$ cat src/verilog/bcm_pkg.sv
// constants, types and codes shared by the bus cycle break matcher
// assumes one 100 MHz clock, async active-low reset, no register bus
//
// Functional notes
// - fetch/read/cpu setting breaks before instruction, pc saved
// - break address is high half over low half
// - fetch with write only never breaks
// - odd fetch break address misses even fetches
// - odd branch fetch breaks after address error
// - cpu word write data setting breaks
// - odd word address data read never breaks
// - dma longword read data setting breaks
// - dma requester with fetch never breaks
// - paired latter fetch break survives register change
// - plain branch: two overrun fetches, then destination
// - delayed branch: slot, one overrun, destination
// - only confirmed fetches and address-error fetches cause fetch breaks
// - overrun fetch satisfies a data condition
// - higher exception in decode drops pending break
// - first non-delay branch destination fetch breaks only after address error
// - module stop halts block, access after release
// - requester, id or read/write select field 00 means no break
// - disable bit suppresses break requests
package bcm_pkg;

  // cycle type field positions
  localparam int unsigned CT_REQ_LSB = 6;
  localparam int unsigned CT_ID_LSB  = 4;
  localparam int unsigned CT_RW_LSB  = 2;
  localparam int unsigned CT_SZ_LSB  = 0;

  // two-bit select codes
  localparam logic [1:0] SEL_NONE = 2'h0;
  localparam logic [1:0] SZ_BYTE  = 2'h1;
  localparam logic [1:0] SZ_WORD  = 2'h2;
  localparam logic [1:0] SZ_LONG  = 2'h3;

  // offset of the latter instruction of a paired fetch
  localparam logic [31:0] PAIR_OFS = 32'h0000_0002;

  // reset values
  localparam logic [31:0] RST_PC = 32'h0000_0000;

  typedef struct packed {
    logic        valid;      // cycle on bus this clock
    logic        dma;        // 1: dma or transfer controller
    logic        fetch;      // 1: instruction fetch
    logic        write;      // 1: write cycle
    logic [1:0]  size;       // operand size code
    logic        pair;       // two instructions in one fetch
    logic        dest_first; // first fetch after non-delay branch
    logic [31:0] addr;       // cycle address
  } bcm_cycle_t;

  typedef struct packed {
    logic       req_cpu;
    logic       req_dma;
    logic       id_fetch;
    logic       id_data;
    logic       rw_rd;
    logic       rw_wr;
    logic [1:0] size;
    logic       none;
  } bcm_cond_t;

  typedef enum logic [1:0] {
    ST_IDLE = 2'b00,
    ST_PEND = 2'b01,
    ST_AERR = 2'b10,
    ST_REQ  = 2'b11
  } bcm_st_t;

  typedef struct packed {
    bcm_st_t     st;
    logic [31:0] pc;
    logic        f_elig;
    logic        d_elig;
  } bcm_state_t;

endpackage : bcm_pkg

$ cat src/verilog/bcm_cond_decode.sv
// decodes the cycle type setting into condition flags
// assumes the setting is a static level from software
`timescale 1ns/1ps
module bcm_cond_decode (
  input  wire logic [7:0]        cycle_type_i, // break_cycle_type
  output bcm_pkg::bcm_cond_t     cond_o        // decoded flags
);
  logic [1:0] req_f;
  logic [1:0] id_f;
  logic [1:0] rw_f;

  always_comb begin
    req_f = cycle_type_i[bcm_pkg::CT_REQ_LSB +: 2];
    id_f  = cycle_type_i[bcm_pkg::CT_ID_LSB +: 2];
    rw_f  = cycle_type_i[bcm_pkg::CT_RW_LSB +: 2];
    cond_o.req_cpu  = req_f[0];
    cond_o.req_dma  = req_f[1];
    cond_o.id_fetch = id_f[0];
    cond_o.id_data  = id_f[1];
    cond_o.rw_rd    = rw_f[0];
    cond_o.rw_wr    = rw_f[1];
    cond_o.size     = cycle_type_i[bcm_pkg::CT_SZ_LSB +: 2];
    cond_o.none     = (req_f == bcm_pkg::SEL_NONE)
                    | (id_f == bcm_pkg::SEL_NONE)
                    | (rw_f == bcm_pkg::SEL_NONE);
  end
endmodule : bcm_cond_decode

$ cat src/verilog/bcm_addr_cmp.sv
// masked address compare, both halves of a paired fetch
// assumes fetch cycles carry an even address
`timescale 1ns/1ps
module bcm_addr_cmp (
  input  wire logic [15:0] addr_high_i, // break_addr_high
  input  wire logic [15:0] addr_low_i,  // break_addr_low
  input  wire logic [31:0] mask_i,      // 1: bit ignored
  input  wire logic [31:0] addr_i,      // cycle address
  input  wire logic        pair_i,      // paired fetch
  output logic             hit_o,       // address matches
  output logic [31:0]      hit_addr_o   // matching instruction
);
  logic [31:0] brk;
  logic        hit0;
  logic        hit1;

  function automatic logic eq_m(input logic [31:0] a,
                                input logic [31:0] b,
                                input logic [31:0] m);
    eq_m = ((a ^ b) & ~m) == 32'h0000_0000;
  endfunction : eq_m

  always_comb begin
    brk  = {addr_high_i, addr_low_i};
    hit0 = eq_m(addr_i, brk, mask_i);
    hit1 = pair_i & eq_m(addr_i + bcm_pkg::PAIR_OFS, brk, mask_i);
    hit_o      = hit0 | hit1;
    hit_addr_o = hit0 ? addr_i : addr_i + bcm_pkg::PAIR_OFS;
  end
endmodule : bcm_addr_cmp

$ cat src/verilog/bcm_matcher.sv
// bus cycle break matcher top
// assumes cpu reports fetch confirm or flush for each held fetch,
// and the interrupt controller acknowledges the request
`timescale 1ns/1ps
module bcm_matcher #(
  parameter int unsigned ADDR_W = 32
) (
  input  wire logic               clk_i,                  // clock
  input  wire logic               rst_n_i,                // reset
  input  wire logic               module_stop_bit_i,      // 1: standby
  input  wire logic [15:0]        break_addr_high_i,      // addr high
  input  wire logic [15:0]        break_addr_low_i,       // addr low
  input  wire logic [31:0]        break_addr_mask_i,      // 1: ignore
  input  wire logic [7:0]         break_cycle_type_i,     // cycle type
  input  wire logic               break_request_disable_i,// 1: off
  input  bcm_pkg::bcm_cycle_t     cycle_i,                // bus cycle
  input  wire logic               fetch_confirm_i,        // executes
  input  wire logic               fetch_flush_i,          // overrun
  input  wire logic               addr_err_i,             // odd fetch
  input  wire logic               addr_err_done_i,        // handled
  input  wire logic               exc_accept_i,           // higher exc
  input  wire logic               break_ack_i,            // taken
  output logic                    break_req_o,            // request
  output logic [31:0]             break_pc_o,             // saved pc
  output logic                    reg_access_ok_o,        // not stopped
  output logic                    fetch_pending_o         // fetch held
);

  // ---------------------------------------------------------------
  // parameter check
  // ---------------------------------------------------------------
  if (ADDR_W != 32) begin : g_chk
    $error("bcm_matcher serves a 32-bit address only");
  end

  // ---------------------------------------------------------------
  // decode and compare
  // ---------------------------------------------------------------
  bcm_pkg::bcm_cond_t  cond;
  bcm_pkg::bcm_state_t s_q;
  bcm_pkg::bcm_state_t s_d;
  logic                hit;
  logic [31:0]         hit_addr;

  bcm_cond_decode u_dec (
    .cycle_type_i (break_cycle_type_i),
    .cond_o       (cond)
  );

  bcm_addr_cmp u_cmp (
    .addr_high_i (break_addr_high_i),
    .addr_low_i  (break_addr_low_i),
    .mask_i      (break_addr_mask_i),
    .addr_i      (cycle_i.addr),
    .pair_i      (cycle_i.pair & cycle_i.fetch),
    .hit_o       (hit),
    .hit_addr_o  (hit_addr)
  );

  function automatic logic size_ok(input logic [1:0] want,
                                   input logic [1:0] have);
    size_ok = (want == bcm_pkg::SEL_NONE) | (want == have);
  endfunction : size_ok

  // ---------------------------------------------------------------
  // match terms
  // ---------------------------------------------------------------
  logic run;
  logic cpu_fetch;
  logic f_elig;
  logic d_elig;
  logic data_hit;
  logic fetch_seen;

  always_comb begin
    run       = ~module_stop_bit_i;
    // dma never fetches: fetch terms need cpu
    cpu_fetch = cycle_i.valid & cycle_i.fetch & ~cycle_i.dma;
    // fetch cycles are word reads
    f_elig    = cond.req_cpu & cond.id_fetch & cond.rw_rd
              & size_ok(cond.size, bcm_pkg::SZ_WORD)
              & ~cond.none;
    // overrun fetch counts as a data read
    d_elig    = cond.req_cpu & cond.id_data & cond.rw_rd
              & size_ok(cond.size, bcm_pkg::SZ_WORD)
              & ~cond.none;
    fetch_seen = cpu_fetch & hit & (f_elig | d_elig);
    data_hit  = cycle_i.valid & ~cycle_i.fetch & hit
              & ~cond.none
              & (cycle_i.dma ? cond.req_dma : cond.req_cpu)
              & cond.id_data
              & (cycle_i.write ? cond.rw_wr : cond.rw_rd)
              & size_ok(cond.size, cycle_i.size);
  end

  // ---------------------------------------------------------------
  // state update
  // ---------------------------------------------------------------
  always_comb begin
    s_d = s_q;
    if (run) begin
      case (s_q.st)
        bcm_pkg::ST_IDLE: begin
          if (data_hit) begin
            s_d.pc = cycle_i.addr;
            s_d.st = break_request_disable_i ? bcm_pkg::ST_IDLE
                                             : bcm_pkg::ST_REQ;
          end else if (fetch_seen && addr_err_i && f_elig) begin
            s_d.pc = hit_addr;
            s_d.st = bcm_pkg::ST_AERR;
          end else if (fetch_seen && !cycle_i.dest_first) begin
            // latch now: later setting changes do not matter
            s_d.pc     = hit_addr;
            s_d.f_elig = f_elig;
            s_d.d_elig = d_elig;
            s_d.st     = bcm_pkg::ST_PEND;
          end
        end
        bcm_pkg::ST_PEND: begin
          if (exc_accept_i) begin
            s_d.st = bcm_pkg::ST_IDLE;
          end else if (fetch_confirm_i) begin
            s_d.st = (s_q.f_elig && !break_request_disable_i)
                   ? bcm_pkg::ST_REQ : bcm_pkg::ST_IDLE;
          end else if (fetch_flush_i) begin
            // overrun after taken branch
            s_d.st = (s_q.d_elig && !break_request_disable_i)
                   ? bcm_pkg::ST_REQ : bcm_pkg::ST_IDLE;
          end
        end
        bcm_pkg::ST_AERR: begin
          if (addr_err_done_i) begin
            s_d.st = break_request_disable_i ? bcm_pkg::ST_IDLE
                                             : bcm_pkg::ST_REQ;
          end
        end
        bcm_pkg::ST_REQ: begin
          if (break_ack_i) begin
            s_d.st = bcm_pkg::ST_IDLE;
          end
        end
        default: begin
          s_d.st = bcm_pkg::ST_IDLE;
        end
      endcase
    end
  end

  always_ff @(posedge clk_i or negedge rst_n_i) begin
    if (!rst_n_i) begin
      s_q.st     <= bcm_pkg::ST_IDLE;
      s_q.pc     <= bcm_pkg::RST_PC;
      s_q.f_elig <= 1'b0;
      s_q.d_elig <= 1'b0;
    end else begin
      s_q <= s_d;
    end
  end

  // ---------------------------------------------------------------
  // outputs
  // ---------------------------------------------------------------
  always_comb begin
    break_req_o     = (s_q.st == bcm_pkg::ST_REQ)
                    & ~break_request_disable_i;
    break_pc_o      = s_q.pc;
    reg_access_ok_o = run;
    fetch_pending_o = (s_q.st == bcm_pkg::ST_PEND);
  end
endmodule : bcm_matcher

$ cat config.mk
export PLATFORM = sky130hd
export DESIGN_NAME = bcm_matcher
export DESIGN_NICKNAME = d
export VERILOG_FILES = /design/src/verilog/bcm_pkg.sv /design/src/verilog/bcm_cond_decode.sv /design/src/verilog/bcm_addr_cmp.sv /design/src/verilog/bcm_matcher.sv
export SDC_FILE = /design/constraint.sdc
export NUM_CORES = 1
export LEC_CHECK = 0
export ABC_AREA = 1
export BUFFER_PORTS_ARGS = -buffer_cell sky130_fd_sc_hd__buf_2
export CORE_MARGIN = 2
export CORE_UTILIZATION = 43
export DETAILED_ROUTE_END_ITERATION = 7
export HOLD_SLACK_MARGIN = 0.08
export MAX_ROUTING_LAYER = met4
export PLACE_DENSITY_LB_ADDON = 0.1
export SLEW_MARGIN = 40
export SYNTH_ARGS = -nofsm -noshare
export SYNTH_HDL_FRONTEND = slang
export SYNTH_SLANG_ARGS = --single-unit
$ cat constraint.sdc
create_clock -name clk_i -period 2.53 [get_ports clk_i]
set_input_delay 0.1265 -clock clk_i [delete_from_list [all_inputs] [get_ports clk_i]]
set_output_delay 0.1265 -clock clk_i [all_outputs]
set_load 0.005 [all_outputs]
## Word-level counts from Yosys, hierarchy flattened

Cells that the tools add are included.

- Bitwise gates (word level): 40
- $add $sub $neg: 1
- Reductions and logical operators: 18
- Equal/unequal tests: 9
- Multiplexer cells: 15

Operator list:

| operator | number |
|---|---|
| $mux W34 | 2 |
| $and A32 B32 Y32 | 2 |
| $logic_not A32 Y1 | 2 |
| $xor A32 B32 Y32 | 2 |
| $mux W36 | 1 |
| $add A32 B2 Y32 const B | 1 |
| $mux W32 | 1 |
| $not A32 Y32 | 1 |
| $and A1 B1 Y1 | 22 |
| $mux W2 | 8 |
| $logic_not A2 Y1 | 5 |
| $reduce_and A5 Y1 | 2 |
| $ne A4 B4 Y1 const B | 2 |
| $pmux W2 S4 | 1 |
| $not A1 Y1 | 7 |
| $eq A2 B2 Y1 const B | 3 |
| $or A1 B1 Y1 | 6 |
| $logic_and A1 B1 Y1 | 5 |
| $ne A2 B2 Y1 const B | 2 |
| $reduce_and A3 Y1 | 1 |
| $reduce_bool A3 Y1 | 1 |
| $eq A2 B1 Y1 const B | 1 |
| $eq A2 B2 Y1 | 1 |
| $logic_not A1 Y1 | 2 |
| $mux W1 | 2 |

- Output and inout port bits: 35
- Bits in registers: 36
- Word-level logic and storage cells: 87
- Input bits: 122

## Longest topological paths before layout

Gate-level depths: netlist (run 1).

- Depth in word-level cells: 14
- Mapped depth: 22

## Cells and area by module

Synthesis (run 1) repeated with hierarchy kept, for this count alone.

- Cells, all modules: 978
- Area, all modules: 5,352.6 µm²

By module, submodules not included:

| module | cells each | seq. area each (µm²) | instances | area each (µm²) |
|---|---|---|---|---|
| bcm_addr_cmp | 586 | 0.0 | 1 | 2,717.6 |
| bcm_matcher | 374 | 900.9 | 1 | 2,536.2 |
| bcm_cond_decode | 18 | 0.0 | 1 | 98.8 |

## Worst setup path before layout (run 1)

Ideal clock, no wire load.

- Kind: input-to-reg
- Start point: input port cycle_i[1] (netlist bit)
- End point: register s_q (netlist bit break_pc_o[10])
- Buffers on the path: 1
- Data required time: 2.411 ns
- Setup slack: 0.245 ns
- Arrival time: 2.165 ns
- Cell stages on the path: 19
- Path through: ha_1 > nand2_2 > nor2_8 > nand2_4 > nor2_4 > nand2_1 > nand2_1 > nand2_1 > nand3b_1 > nand2_1 > nor2_1 > nand3_1 > o21bai_4 > o211ai_4 > nand2_4 > nand2_4 > buf_4 > nor3_2 > nor2_1

- Longest elaborated chain between the ends: 14

Ends and longest elaborated chain:

| item | line | RTL |
|---|---|---|
| start: declaration | bcm_matcher.sv:16 | `input bcm_pkg::bcm_cycle_t cycle_i,` |
| $add A32 B2 Y32 | bcm_addr_cmp.sv:26, bcm_addr_cmp.sv:28 |  |
| $xor A32 B32 Y32 | bcm_addr_cmp.sv:20 | `eq_m = ((a ^ b) & ~m) == 32'h0000_0000;` |
| $and A32 B32 Y32 | bcm_addr_cmp.sv:20 |  |
| $logic_not A32 Y1 | bcm_addr_cmp.sv:20 |  |
| $and A1 B1 Y1 | bcm_addr_cmp.sv:26 | `hit1 = pair_i & eq_m(addr_i + bcm_pkg::PAIR_OFS, brk, mask_i);` |
| $or A1 B1 Y1 | bcm_addr_cmp.sv:27 | `hit_o = hit0 \| hit1;` |
| $and A1 B1 Y1 | bcm_matcher.sv:88 | `data_hit = cycle_i.valid & ~cycle_i.fetch & hit` |
| $and A1 B1 Y1 | bcm_matcher.sv:89 | `& ~cond.none` |
| $and A1 B1 Y1 | bcm_matcher.sv:90 | `& (cycle_i.dma ? cond.req_dma : cond.req_cpu)` |
| $and A1 B1 Y1 | bcm_matcher.sv:91 | `& cond.id_data` |
| $and A1 B1 Y1 | bcm_matcher.sv:92 | `& (cycle_i.write ? cond.rw_wr : cond.rw_rd)` |
| $and A1 B1 Y1 | bcm_matcher.sv:93 | `& size_ok(cond.size, cycle_i.size);` |
| $reduce_bool A3 Y1 (no line) | -- |  |
| $reduce_and A3 Y1 (no line) | -- |  |
| end: declaration | bcm_matcher.sv:40 | `bcm_pkg::bcm_state_t s_q;` |

Several ways; a longest one is shown, not always the timed one. The select of a mux whose other input is x is not followed.
A chain may end at the register's enable or synchronous reset.

## Final worst setup path (run 1)

- Start point: input port cycle_i[4] (netlist bit)
- End point: register s_q (netlist bit break_pc_o[17])

The elaborated chain is that of the path after synthesis.

==> results of run 1 <==
-- synthesized netlist by cell type (all sizes together) --
library cell / count / area [um2]
a21oi: 51 / 255
a221oi: 1 / 8.76
and2: 3 / 18.8
and3: 1 / 6.26
buf: 41 / 318
clkbuf: 12 / 45.0
dfrtp: 36 / 901
ha: 1 / 12.5
inv: 109 / 409
mux2i: 1 / 10.0
nand2: 243 / 960
nand3: 90 / 450
nand3b: 14 / 105
nand4: 8 / 50.1
nor2: 145 / 672
nor3: 33 / 285
nor4: 3 / 18.8
o2111ai: 3 / 26.3
o211ai: 1 / 21.3
o21ai: 70 / 350
o21bai: 1 / 18.8
or2: 3 / 18.8
xnor2: 4 / 35.0
xor2: 4 / 35.0
-- layer usage --
metal  track usage [%]  wire (um)  share of wire, %
met3              3.29       1210               6.8
met2              41.8       7640                43
met1              40.2       8670                48
met4              7.15        391               2.2
met5                 -          0                 0
-- how the worst max path moves through the flow --
stage          startpoint        endpoint  depth (start not counted)
2_1_floorplan  cycle_i[1]  break_pc_o[10]                         19
5_1_grt        cycle_i[8]  break_pc_o[24]                         20
3_3_place_gp   cycle_i[1]  break_pc_o[18]                         21
4_1_cts        cycle_i[1]  break_pc_o[17]                         21
3_5_place_dp   cycle_i[1]  break_pc_o[18]                         21
6_report       cycle_i[4]  break_pc_o[17]                         20
-- repair_timing --
action	CTS	global route
endpoints found under the setup margin	0	36
endpoints found under the hold margin	36	0
hold buffers	1	0
resized for setup	0	74
buffers inserted	0	6
-- power by group through the flow --
stage / combinational [mW] / clock [mW] / sequential [mW]
after detailed placement: 0.572 / 0 / 0.586
final: 0.608 / 0.622 / 0.576
after global routing: 0.674 / 0.652 / 0.576
after global placement: 0.574 / 0 / 0.586
after CTS: 0.575 / 0.625 / 0.576
after floorplan: 0.246 / 0 / 0.587
-- registers in the layout, summed over array words and instances (netlist names) --
| signal | count |
|---|---|
| break_pc_o | 32 |
| s_q | 4 |
-- final cells by class --
type | instances | area (um2)
fillers | 1184 | 4150
multi-input cells | 680 | 3590
repair buffers | 299 | 2040
flip-flops and latches | 36 | 901
inverters | 109 | 409
well taps | 143 | 179
clock buffers | 8 | 146
-- logic make-up (layout without fill, tap and decap cells) --
kind of cell / Yosys count / after routing / synth area share [%]
DFF: 36 / 36 / 17.9
muxes: 1 / 1 / 0.199
xor gates and xnor gates: 8 / 8 / 1.39
adders and majority gates: 1 / 1 / 0.249
buffers and inverters: 162 / 416 / 15.3
and+or+nand+nor: 543 / 543 / 51.4
AOI/OAI and AO/OA: 127 / 127 / 13.5
-- stage by stage --
stage | cells | TNS [ns]
finish | 1275 | 0
global route | 1275 | -0.219
CTS | 1266 | 0
detailed placement | 1257 | -6.11
global placement | 1257 | -5.66
floorplan | 878 | 0
-- worst max-delay path, delay by kind of cell --
| family | cells | cell delay [ns] |
|---|---|---|
| simple gates | 15 | 1.59 |
| compound gates | 2 | 0.37 |
| buf+inv | 3 | 0.47 |
==> metrics.md, run 1 <==
| Metric | Value |
|---|---|
| Remaining routing DRC violations | 0 |
| Buffer depth of the longest clock path | 2 |
| Aggregate global-route resource usage | 28.0% |
| Leading cell type in the layout, fill and taps excluded | sky130_fd_sc_hd__nand2_1 |
| Reg clk slew, reported paths | 0.06 ns |
| R2R setup slack | 0.48 ns |
| FP Rows | 39 |
| Required time at the endpoint of the critical path | 2.70 ns |
| Layout Nets | 1254 |
| Highest-count cells in the layout ignoring fill and taps | sky130_fd_sc_hd__nand2_1 (232), sky130_fd_sc_hd__buf_2 (152), sky130_fd_sc_hd__buf_4 (128) |
| First-pass GRT wire length | 27.6 mm |
| Status | finished, final reports clean |
| Worst Hold Depth | 3 |
| Count of yosys warnings during synthesis | 0 |
| Final-layout worst hold slack | 0.103 ns |
| Static leakage | 4.15 nW |
| Iter 0 DRT Violations | 453 |
| Share of cells above drive strength 1 | 36.6% |
| Critical R2R Capture | break_pc_o[7] |
| Effective utilization at floorplan | 44.1% |
| Length of the first detailed-routing pass in iterations | 5 |
| Number of I/O port buffers | 156 |
| Setup crit end kind | flip-flop |
| Reported net switching power | 574 uW |
| Aggregate routed wire length | 17.9 mm |
| Final Cycle Share | 94.4% |
| Worst setup SP type | input pin |
| Syn Nets | 1001 |
| Flip-flop and latch count after synthesis | 36 |
| Sequential fraction of design power | 31.9% |
| Core Area | 11400 um2 |
| Hold Path Sink | break_pc_o[0] |
| Reg-to-reg critical path startpoint | s_q[35] |
| Crit path cell chain | buf_2 > nand2_2 > nor2_2 > buf_4 > nand2_4 > nor2_4 > nand2_1 > nand2_1 > nand3_1 > nand3_2 > nand2_1 > nor2_2 > nand3_2 > o21bai_4 > o211ai_4 > nand2_4 > nand2_8 > buf_12 > nor3_4 > nor2_1 |
| Slowest stage delay, CP | 0.26 ns |
| Shortest clock period the worst path allows after layout | 2.39 ns |
| Number of different library cells in the post-synthesis netlist | 34 |
| Maximum capacitance violations | 0 |
| # H-tree levels | 2 |
| Num CTS Buffers | 5 |
| Worst IR Drop VDD | 0.531 mV |
| Peak Freq | 0.419 GHz |
| Hold path startpoint | cycle_i[0] |
| Placed cell areas | 6700 um2 |
| Area growth, synth to finish | 44.4% |
| Die X | 112 um |
| Internal power | 1.23 mW |
| Transition time at the pin with the least slew margin | 0.634 ns |
| WP data arrival | 2.56 ns |
| Worst reg2reg path depth | 7 |
| Ant. Diodes | 0 |
| Slew HR | 57.7% |
| Slowest stage cell on the critical path | sky130_fd_sc_hd__nor2_4 |
| Post-layout power | 1.81 mW |
| Clock sink total | 36 |
| CP max FO | 7 |
| Initial antenna violation count | 0 |
| Syn Inst Count | 878 |
| Sequential share of the synthesized area | 17.9% |
| Final-report hold violation count | 0 |
| Maximum number of pins on one net before global-route repair | 37 |
| Post-Syn Area per Cell | 5.73 um2 |
| Cell at the root of the clock tree | sky130_fd_sc_hd__clkbuf_16 |
| Finished layout cell area | 7270 um2 |
| Fraction of power spent switching nets | 31.8% |
| Top-Level Pins | 157 |
| CTS tree | built |
| Netlist area before placement | 5030 um2 |
| Number of global-route vias before repair | 5630 |
| Power Dens Cells | 249 nW/um2 |
| Setup violation total in the final timing report | 0 |
| Final Util | 63.6% |
| Remaining Overflow, GRT | 0 |
| Die outline area | 12600 um2 |
| Routed vias | 6307 |
| Worst setup path category | input pin to flip-flop |
| Estimated wirelength of the detail-placed design | 15.0 mm |
| Combinational group share of total power | 33.7% |
| Post-Route Skew | 0.00414 ns |
| Average wire per cell in the routed design | 14.0 um |
| Remaining antenna violation count after routing | 0 |
| Vias per cell | 4.95 |
| Gp weighted congestion | 1.02 |
| Most used cell along the critical path | sky130_fd_sc_hd__nand2_1 |
| Clk pwr share | 34.4% |
| Final setup margin | 0.142 ns |
| Post-Place Worst Slack | -0.226 ns |
| Die height | 112 um |
| Count of pins over their slew limit | 0 |
| Worst skew pair latency | 0.28 ns |
| Worst hold path class | input pin to flip-flop |
Power figures use the tool's default switching activity.
==> inputs of run 2 (changes only) <==
--- a/config.mk
+++ b/config.mk
@@ -8,11 +8,12 @@
 export ABC_AREA = 1
 export BUFFER_PORTS_ARGS = -buffer_cell sky130_fd_sc_hd__buf_2
 export CORE_MARGIN = 2
-export CORE_UTILIZATION = 43
+export CORE_UTILIZATION = 35
 export DETAILED_ROUTE_END_ITERATION = 7
 export HOLD_SLACK_MARGIN = 0.08
 export MAX_ROUTING_LAYER = met4
 export PLACE_DENSITY_LB_ADDON = 0.1
+export RECOVER_POWER = 25
 export SLEW_MARGIN = 40
 export SYNTH_ARGS = -nofsm -noshare
 export SYNTH_HDL_FRONTEND = slang
==> run 2 against run 1 <==
  * Utilization is 14 points lower
  * Critical path type unchanged
  * Sequential cell count unchanged
  * Global-route usage down 4.0 points
==> metrics.md, run 2 (synthesized netlist as in run 1, its figures left out) <==
| Metric | Value |
|---|---|
| Status | finished, final reports clean |
| WP data arrival | 2.56 ns (about the same) |
| Aggregate global-route resource usage | 24.0% (-4.0 points) |
| Remaining antenna violation count after routing | 0 (unchanged) |
| Final Util | 50.0% (-14 points) |
| Internal power | 1.23 mW (+0.22%) |
| FP Rows | 43 (+10%) |
| Leading cell type in the layout, fill and taps excluded | sky130_fd_sc_hd__nand2_1 |
| Maximum number of pins on one net before global-route repair | 37 (unchanged) |
| Power Dens Cells | 259 nW/um2 (+4.2%) |
| Transition time at the pin with the least slew margin | 0.921 ns (+0.287 ns) |
| Effective utilization at floorplan | 36.1% (-8.0 points) |
| Reg-to-reg critical path startpoint | s_q[34] |
| Stages on worst setup path | 20 (unchanged) |
| Count of pins over their slew limit | 0 (unchanged) |
| Gp weighted congestion | 1.00 (-1.9%) |
| Slew HR | 38.6% (-19 points) |
| Core Area | 13900 um2 (+22%) |
| Length of the first detailed-routing pass in iterations | 5 (unchanged) |
| Metal1 wirelength | 8.61 mm (-0.63%) |
| Hold path startpoint | break_cycle_type_i[4] |
| CP max FO | 17 (+10) |
| Remaining Overflow, GRT | 0 (unchanged) |
| First-pass GRT wire length | 27.3 mm (-0.93%) |
| Worst skew pair latency | 0.28 ns (about the same) |
| Num CTS Buffers | 5 (unchanged) |
| Reported net switching power | 571 uW (-0.50%) |
| Worst setup SP type | input pin |
| CTS tree | built |
| # H-tree levels | 2 (unchanged) |
| Number of global-route vias before repair | 5308 (-5.7%) |
| CP Launch Point | cycle_i[2] |
| Final-layout worst hold slack | 0.137 ns (+0.0341 ns) |
| Worst IR Drop VDD | 0.224 mV (-58%) |
| Die height | 124 um (+10%) |
| Required time at the endpoint of the critical path | 2.70 ns (about the same) |
| Remaining routing DRC violations | 0 (unchanged) |
| Slowest stage delay, CP | 0.25 ns (about the same) |
| Average wire per cell in the routed design | 13.8 um (-1.8%) |
| Setup crit end kind | flip-flop |
| Worst hold path class | input pin to flip-flop |
| Shortest clock period the worst path allows after layout | 2.39 ns (+0.000229 ns) |
| Routed length on met3 | 1.37 mm (+13%) |
| Top-Level Pins | 157 (unchanged) |
| Sequential fraction of design power | 31.9% (about the same) |
| Vias per cell | 4.74 (-4.2%) |
| Final Cycle Share | 94.4% (about the same) |
| Setup violation total in the final timing report | 0 (unchanged) |
| Clk pwr share | 34.5% (about the same) |
| Reg clk slew, reported paths | 0.05 ns (about the same) |
| Cell at the root of the clock tree | sky130_fd_sc_hd__clkbuf_16 |
| Worst reg2reg path depth | 7 (unchanged) |
| Clock sink total | 36 (unchanged) |
| Top layer in use | met4 |
| Initial antenna violation count | 0 (unchanged) |
| Aggregate routed wire length | 18.0 mm (+0.56%) |
| Fraction of power spent switching nets | 31.6% (-0.16 points) |
| Die X | 124 um (+10%) |
| Final non-filler cell total | 1306 (+2.4%) |
| Post-Route Skew | 0.00340 ns (-0.000745 ns) |
| Slowest stage cell on the critical path | sky130_fd_sc_hd__o21bai_4 |
| Top cell family by delay on the critical path | simple AND/OR/NAND/NOR gates |
| Ant. Diodes | 0 (unchanged) |
| Max reg flops | 32 (unchanged) |
| Final-report hold violation count | 0 (unchanged) |
| Routed vias | 6190 (-1.9%) |
| Iter 0 DRT Violations | 450 (-0.66%) |
| Worst setup path category | input pin to flip-flop |
| Number of I/O port buffers | 156 (unchanged) |
| Combinational group share of total power | 33.5% (-0.2 points) |
| Worst Hold Depth | 3 (unchanged) |
| Wire length on met2 | 7.78 mm (+1.8%) |
| Crit path cell chain | buf_2 > ha_2 > nand2_2 > nor2_8 > nand2_4 > nor2_4 > nand2_1 > nand2_1 > nand3_1 > nand3b_1 > nand2_1 > nor2_1 > nand3_2 > o21bai_4 > o211ai_4 > nand2_4 > nand2_4 > buf_12 > nor3_1 > nor2_1 |
| Highest-count cells in the layout ignoring fill and taps | sky130_fd_sc_hd__nand2_1 (231), sky130_fd_sc_hd__buf_2 (155), sky130_fd_sc_hd__buf_4 (133) |
| Estimated wirelength of the detail-placed design | 15.5 mm (+2.9%) |
| Die outline area | 15400 um2 (+22%) |
| Share of cells above drive strength 1 | 34.6% (-1.9 points) |
| Area growth, synth to finish | 38.6% |
| Count of buffer and inverter cells on the critical path | 2 (-1) |
| Peak Freq | 0.419 GHz (about the same) |
| RSZ-0062 raised after global routing | true |
| Dpl cells | 1291 (+2.7%) |
| Layout Nets | 1248 (-0.48%) |
| Buffer depth of the longest clock path | 2 (unchanged) |
| Maximum capacitance violations | 0 (unchanged) |
| Filler Cells Inserted | 1521 (+28%) |
| Static leakage | 4.06 nW (-2.2%) |
==> run 2: changes by cell type in the layout (fill, tap and decap cells not counted), moves of 4 or more <==
| cell | before | now |
|---|---|---|
| sky130_fd_sc_hd__buf_12 | 7 | 2 |
| sky130_fd_sc_hd__buf_4 | 128 | 133 |
| sky130_fd_sc_hd__buf_6 | 6 | 1 |
| sky130_fd_sc_hd__nand3_1 | 84 | 88 |
| sky130_fd_sc_hd__nand3_2 | 6 | 2 |
| sky130_fd_sc_hd__nor2_1 | 89 | 102 |
| sky130_fd_sc_hd__nor2_2 | 41 | 34 |
| sky130_fd_sc_hd__nor2_4 | 13 | 7 |
| sky130_fd_sc_hd__nor3_4 | 8 | 4 |
==> run 2: per-stage QoR <==
step	cell area, um2	total power, mW	setup TNS (ns)	worst slack (ns)
final	6970	1.81	0	0.142
after global routing	6970	1.90	-0.0814	-0.0349
after CTS	6840	1.81	0	0.0878
after detailed placement	6680	1.18	-5.28	-0.194
after global placement	6680	1.18	-3.61	-0.153
after floorplan	5030	0.833	0	0.245
==> run 2: layout make-up <==
| type | instances | area, um2 | area share, % |
|---|---|---|---|
| inverter | 109 | 409 | 5.87 |
| clock buffer | 8 | 146 | 2.10 |
| sequential | 36 | 901 | 12.9 |
| multi-input combinational | 680 | 3450 | 49.5 |
| tap | 180 | 225 | 3.23 |
| timing repair buffer | 293 | 1840 | 26.4 |
==> run 2: tightest hold or removal path, stage by stage <==
cell	delay, ns
sky130_fd_sc_hd__buf_2	0.09
sky130_fd_sc_hd__nand2_1	0.07
sky130_fd_sc_hd__o21ai_0	0.08
==> run 2: repair_timing <==
item                                    4_1_cts  5_1_grt
endpoints found under the setup margin        0       36
buffers inserted                              0        6
endpoints found under the hold margin        36        0
hold buffers                                  1        0
gates resized for setup                       0       27
==> run 2: path summary, 6_finish.rpt <==
check / endpoint / slack (ns)
worst max-delay path: break_pc_o[13] / 0.14
worst min-delay path: s_q[1] / 0.14
worst max register to register: s_q[1] / 0.89
worst min register to register: s_q[0] / 0.46
max in group asynchronous: s_q[35] / 1.44
min in group asynchronous: break_pc_o[0] / 0.51
==> run 2: routing by layer <==
metal	up-vias	global-route usage, %
met5	-	-
met3	13	2.06
met1	2670	34.4
met4	0	5.48
met2	212	36.9
li1	3295	-
==> run 2: power groups by stage <==
| stage | combinational [mW] | clock [mW] | sequential, mW |
|---|---|---|---|
| after floorplan | 0.246 | 0 | 0.587 |
| after detailed placement | 0.591 | 0 | 0.586 |
| final | 0.606 | 0.623 | 0.576 |
| after global routing | 0.674 | 0.655 | 0.576 |
| after global placement | 0.593 | 0 | 0.586 |
| after CTS | 0.595 | 0.637 | 0.576 |
==> inputs of run 3 (changes only) <==
--- a/config.mk
+++ b/config.mk
@@ -6,10 +6,10 @@
 export NUM_CORES = 1
 export LEC_CHECK = 0
 export ABC_AREA = 1
-export BUFFER_PORTS_ARGS = -buffer_cell sky130_fd_sc_hd__buf_2
 export CORE_MARGIN = 2
 export CORE_UTILIZATION = 35
 export DETAILED_ROUTE_END_ITERATION = 7
+export DONT_BUFFER_PORTS = 1
 export HOLD_SLACK_MARGIN = 0.08
 export MAX_ROUTING_LAYER = met4
 export PLACE_DENSITY_LB_ADDON = 0.1
==> run 3 against run 2 <==
  * Area after synthesis did not move
  * Global-route usage is 0.63 points higher
  * The flow now stops in detailed routing
  * Synthesized cell count did not move
==> metrics.md, run 3 <==
| Metric | Value |
|---|---|
| # H-tree levels | 2 (unchanged) |
| Gp weighted congestion | 0.980 (-2.3%) |
| First-pass GRT wire length | 27.9 mm (+2.0%) |
| Count of yosys warnings during synthesis | 0 (unchanged) |
| Estimated wirelength of the detail-placed design | 15.7 mm (+1.6%) |
| Worst EP kind | sequential cell input |
| Cells taking the most area after synthesis | sky130_fd_sc_hd__dfrtp_1 (18%), sky130_fd_sc_hd__nand2_1 (17%), sky130_fd_sc_hd__nand3_1 (9.0%), sky130_fd_sc_hd__nor2_1 (8.6%), sky130_fd_sc_hd__inv_1 (7.8%) |
| Number of I/O port buffers | 0 (-100%) |
| Sequential share of the synthesized area | 17.9% (unchanged) |
| Remaining Overflow, GRT | 0 (unchanged) |
| Die height | 124 um (unchanged) |
| Num CTS Buffers | 5 (unchanged) |
| Clock sink total | 36 (unchanged) |
| Library cell with the largest summed area after synthesis | sky130_fd_sc_hd__dfrtp_1 |
| Netlist area before placement | 5030 um2 (unchanged) |
| Area fraction of the dominant cell type after synthesis | 17.9% (unchanged) |
| Initial antenna violation count | 0 (unchanged) |
| Post-Syn Area per Cell | 5.73 um2 (unchanged) |
| GRT repair_timing worst endpoint | break_pc_o[15]$_DFFE_PN0P_/D |
| Top cells by count, synth | sky130_fd_sc_hd__nand2_1 (234), sky130_fd_sc_hd__nor2_1 (115), sky130_fd_sc_hd__inv_1 (104) |
| Top-Level Pins | 157 (unchanged) |
| Cell at the root of the clock tree | sky130_fd_sc_hd__clkbuf_16 |
| Number of global-route vias before repair | 5277 (-0.58%) |
| Die X | 124 um (unchanged) |
| FP Rows | 43 (unchanged) |
| Flip-flop and latch count after synthesis | 36 (unchanged) |
| Post-Place Worst Slack | -0.211 ns (-0.0170 ns) |
| Last flow stage reached | detailed routing |
| Aggregate global-route resource usage | 24.6% (+0.63 points) |
| Syn Nets | 1001 (unchanged) |
| Post-synth EDFFs | 0 (unchanged) |
| Syn Inst Count | 878 (unchanged) |
| Effective utilization at floorplan | 36.1% (unchanged) |
| Buffer depth of the longest clock path | 2 (unchanged) |
| Most instantiated library cell after synthesis | sky130_fd_sc_hd__nand2_1 |
| First error | [ERROR DRT-0255] Maze Route cannot find path of net clk_i in worker of routeBox ( 96600 0 ) ( 123895 48300 ). |
| Status | stopped before the end |
| Maximum number of pins on one net before global-route repair | 37 (unchanged) |
| Top_reg_cell synth | sky130_fd_sc_hd__dfrtp_1 |
| Async set-reset flop share out of synthesis | 100% (unchanged) |
| Number of different library cells in the post-synthesis netlist | 34 (unchanged) |
run 3: cell counts after synthesis:
Identical to the previous run, type by type.
run 3: timing repair:
| action | 4_1_cts | 5_1_grt |
|---|---|---|
| hold endpoints to repair | 42 | 0 |
| resized for setup | 0 | 9 |
| setup buffers | 0 | 4 |
| hold buffers | 9 | 0 |
| setup endpoints to repair | 0 | 36 |
run 3: cells by family after synthesis:
| logic type | synth area share [%] |
|---|---|
| compound gates | 13.5 |
| simple gates | 51.4 |
| xor+xnor | 1.39 |
| buf+inv | 15.3 |
| fa+ha+maj | 0.249 |
| mux | 0.199 |
| flops | 17.9 |
run 3: per-stage QoR:
| stage | setup TNS (ns) | hold WS (ns) | instance area [um2] | instances | util [%] |
|---|---|---|---|---|---|
| after global placement | -3.68 | -0.168 | 5460 | 1068 | 39.2 |
| after global routing | -0.00967 | 0.152 | 5760 | 1088 | 41.3 |
| after floorplan | 0 | -0.169 | 5030 | 878 | - |
| after CTS | 0 | 0.107 | 5710 | 1084 | 41.0 |
| after detailed placement | -6.06 | -0.167 | 5460 | 1068 | 39.2 |
run 3: metal layers:
metal and track usage, %:
met5 -, met4 5.41, met3 2.15, met2 38.5
met1 34.8
==> inputs of run 4 (changes only) <==
--- a/config.mk
+++ b/config.mk
@@ -7,12 +7,10 @@
 export LEC_CHECK = 0
 export ABC_AREA = 1
 export CORE_MARGIN = 2
-export CORE_UTILIZATION = 35
+export CORE_UTILIZATION = 20
 export DETAILED_ROUTE_END_ITERATION = 7
 export DONT_BUFFER_PORTS = 1
-export HOLD_SLACK_MARGIN = 0.08
-export MAX_ROUTING_LAYER = met4
-export PLACE_DENSITY_LB_ADDON = 0.1
+export PLACE_DENSITY_LB_ADDON = 0.15
 export RECOVER_POWER = 25
 export SLEW_MARGIN = 40
 export SYNTH_ARGS = -nofsm -noshare
==> run 4 against run 3 <==
  * The flow now finishes, with violations (capacitance limit, slew limit)
  * Global-route usage down 8.8 points
==> metrics.md, run 4 (synthesized netlist as in run 1, its figures left out) <==
| Metric | Value |
|---|---|
| Hold path startpoint | break_cycle_type_i[4] |
| Setup violation total in the final timing report | 0 |
| FP Rows | 58 (+35%) |
| Static leakage | 3.30 nW |
| Status | finished, violations left |
| Worst skew pair latency | 0.28 ns |
| Required time at the endpoint of the critical path | 2.70 ns |
| Slowest stage cell on the critical path | sky130_fd_sc_hd__o21bai_4 |
| Num CTS Buffers | 5 (unchanged) |
| Iter 0 DRT Violations | 267 |
| Area growth, synth to finish | 22.4% |
| Peak Freq | 0.434 GHz |
| Buffer depth of the longest clock path | 2 (unchanged) |
| Max reg flops | 32 |
| Vias per cell | 4.31 |
| Remaining Overflow, GRT | 0 (unchanged) |
| Worst hold path class | input pin to flip-flop |
| Post-Route Skew | 0.00478 ns |
| Transition time at the pin with the least slew margin | 1.79 ns |
| Aggregate global-route resource usage | 15.8% (-8.8 points) |
| R2R setup slack | 0.96 ns |
| Gp weighted congestion | 0.895 (-8.6%) |
| CP max FO | 14 |
| Setup bufs post-CTS | 0 (unchanged) |
| Worst IR Drop VDD | 0.212 mV |
| Slew HR | -19.4% |
| Post-Place Worst Slack | -0.249 ns (-0.0379 ns) |
| Slowest stage delay, CP | 0.23 ns |
| Final-layout worst hold slack | 0.0417 ns |
| Die X | 163 um (+31%) |
| Maximum number of pins on one net before global-route repair | 37 (unchanged) |
| Remaining antenna violation count after routing | 0 |
| # H-tree levels | 2 (unchanged) |
| Reg clk slew, reported paths | 0.06 ns |
| Routed vias | 5491 |
| Leading cell type in the layout, fill and taps excluded | sky130_fd_sc_hd__nand2_1 |
| Top-Level Pins | 157 (unchanged) |
| Average wire per cell in the routed design | 16.4 um |
| Setup crit end kind | flip-flop |
| Worst Hold Depth | 2 |
| Clock sink total | 36 (unchanged) |
| Count of pins over their slew limit | 37 |
| Final setup margin | 0.228 ns |
| Power Dens Cells | 260 nW/um2 |
| Number of global-route vias before repair | 5299 (+0.42%) |
| Hold Path Sink | s_q[1] |
| Die height | 163 um (+31%) |
| CTS tree | built |
| Die outline area | 26400 um2 |
| Critical R2R Capture | s_q[1] |
| Worst setup path category | input pin to flip-flop |
| Final Util | 24.7% |
| RSZ-0062 raised after global routing | false |
| Share of cells above drive strength 1 | 20.4% |
| Worst setup SP type | input pin |
| Number of I/O port buffers | 0 (unchanged) |
| Final Cycle Share | 91.0% |
| Maximum capacitance violations | 1 |
| Layout Nets | 1065 |
| Crit path cell chain | ha_1 > nand2_2 > nor2_8 > nand2_4 > nor2_4 > nand2_1 > nand2_1 > nand3_1 > nand3b_1 > nand2_1 > nor2_1 > nand3_2 > o21bai_4 > o211ai_4 > nand2_4 > nand2_4 > buf_12 > nor3_2 > nor2_1 |
| Violations in the final reports | capacitance limit, slew limit |
| Initial antenna violation count | 0 (unchanged) |
| Cell at the root of the clock tree | sky130_fd_sc_hd__clkbuf_16 |
| Aggregate routed wire length | 20.9 mm |
| Final-report hold violation count | 0 |
| First-pass GRT wire length | 31.7 mm (+14%) |
| Worst reg2reg path depth | 7 |
| Estimated wirelength of the detail-placed design | 18.5 mm (+18%) |
| Length of the first detailed-routing pass in iterations | 5 |
| Ant. Diodes | 0 |
| Core Area | 25000 um2 |
| Shortest clock period the worst path allows after layout | 2.30 ns |
| Highest-count cells in the layout ignoring fill and taps | sky130_fd_sc_hd__nand2_1 (233), sky130_fd_sc_hd__nor2_1 (111), sky130_fd_sc_hd__inv_1 (104) |
| Setup TNS after final layout | 0 ns |
| Remaining routing DRC violations | 0 |
| Reg-to-reg critical path startpoint | s_q[34] |
| Effective utilization at floorplan | 20.2% (-16 points) |
| WP data arrival | 2.47 ns |
run 4: through the flow:
stage | cells | power, mW | cell area (um2)
after floorplan | 878 | 0.833 | 5030
after global placement | 1262 | 0.980 | 5960
after detailed placement | 1262 | 0.975 | 5960
after CTS | 1273 | 1.63 | 6150
after global routing | 1273 | 1.71 | 6160
final | 1273 | 1.60 | 6160
run 4: power by group:
group	switching, mW	internal, mW
Sequential	0.0000356	0.576
Combinational	0.242	0.161
Clock	0.228	0.393
Total	0.471	1.13
run 4: final cells by class:
class	count	area (um2)
fillers	2903	18800
multi-input cells	680	3380
repair buffers	110	908
flip-flops and latches	36	901
well taps	330	413
inverters	109	409
clock buffers	8	146
run 4: metal layers:
metal  part of all wire [%]  global-route usage, %  vias to the layer above
met5                      0                      0                        -
met4                    3.0                   5.63                        0
met3                    7.2                   3.44                       25
met2                     42                   24.3                      151
met1                     48                   21.8                     2394
li1                       -                      -                     2921
run 4: worst max-delay path by stage:
stage,to,slack [ns],start,cells past startpoint
2_1_floorplan,break_pc_o[10],0.25,cycle_i[1],19
3_3_place_gp,break_pc_o[17],-0.23,cycle_i[15],20
3_5_place_dp,break_pc_o[22],-0.25,cycle_i[15],20
4_1_cts,break_pc_o[22],0.04,cycle_i[15],20
5_1_grt,s_q[1],0.007,cycle_i[1],18
6_report,break_pc_o[17],0.23,cycle_i[1],19
run 4: worst max-delay path: cells and delay by family:
family / cells / cell delay [ns]
and+or+nand+nor: 15 / 1.63
adders and majority gates: 1 / 0.20
AOI/OAI and AO/OA: 2 / 0.35
buffers and inverters: 1 / 0.16
run 4: repair_timing:
item                       CTS  global route
setup endpoints to repair    0            35
hold endpoints to repair    37             0
hold buffers                 3             0
gates resized for setup      0             7
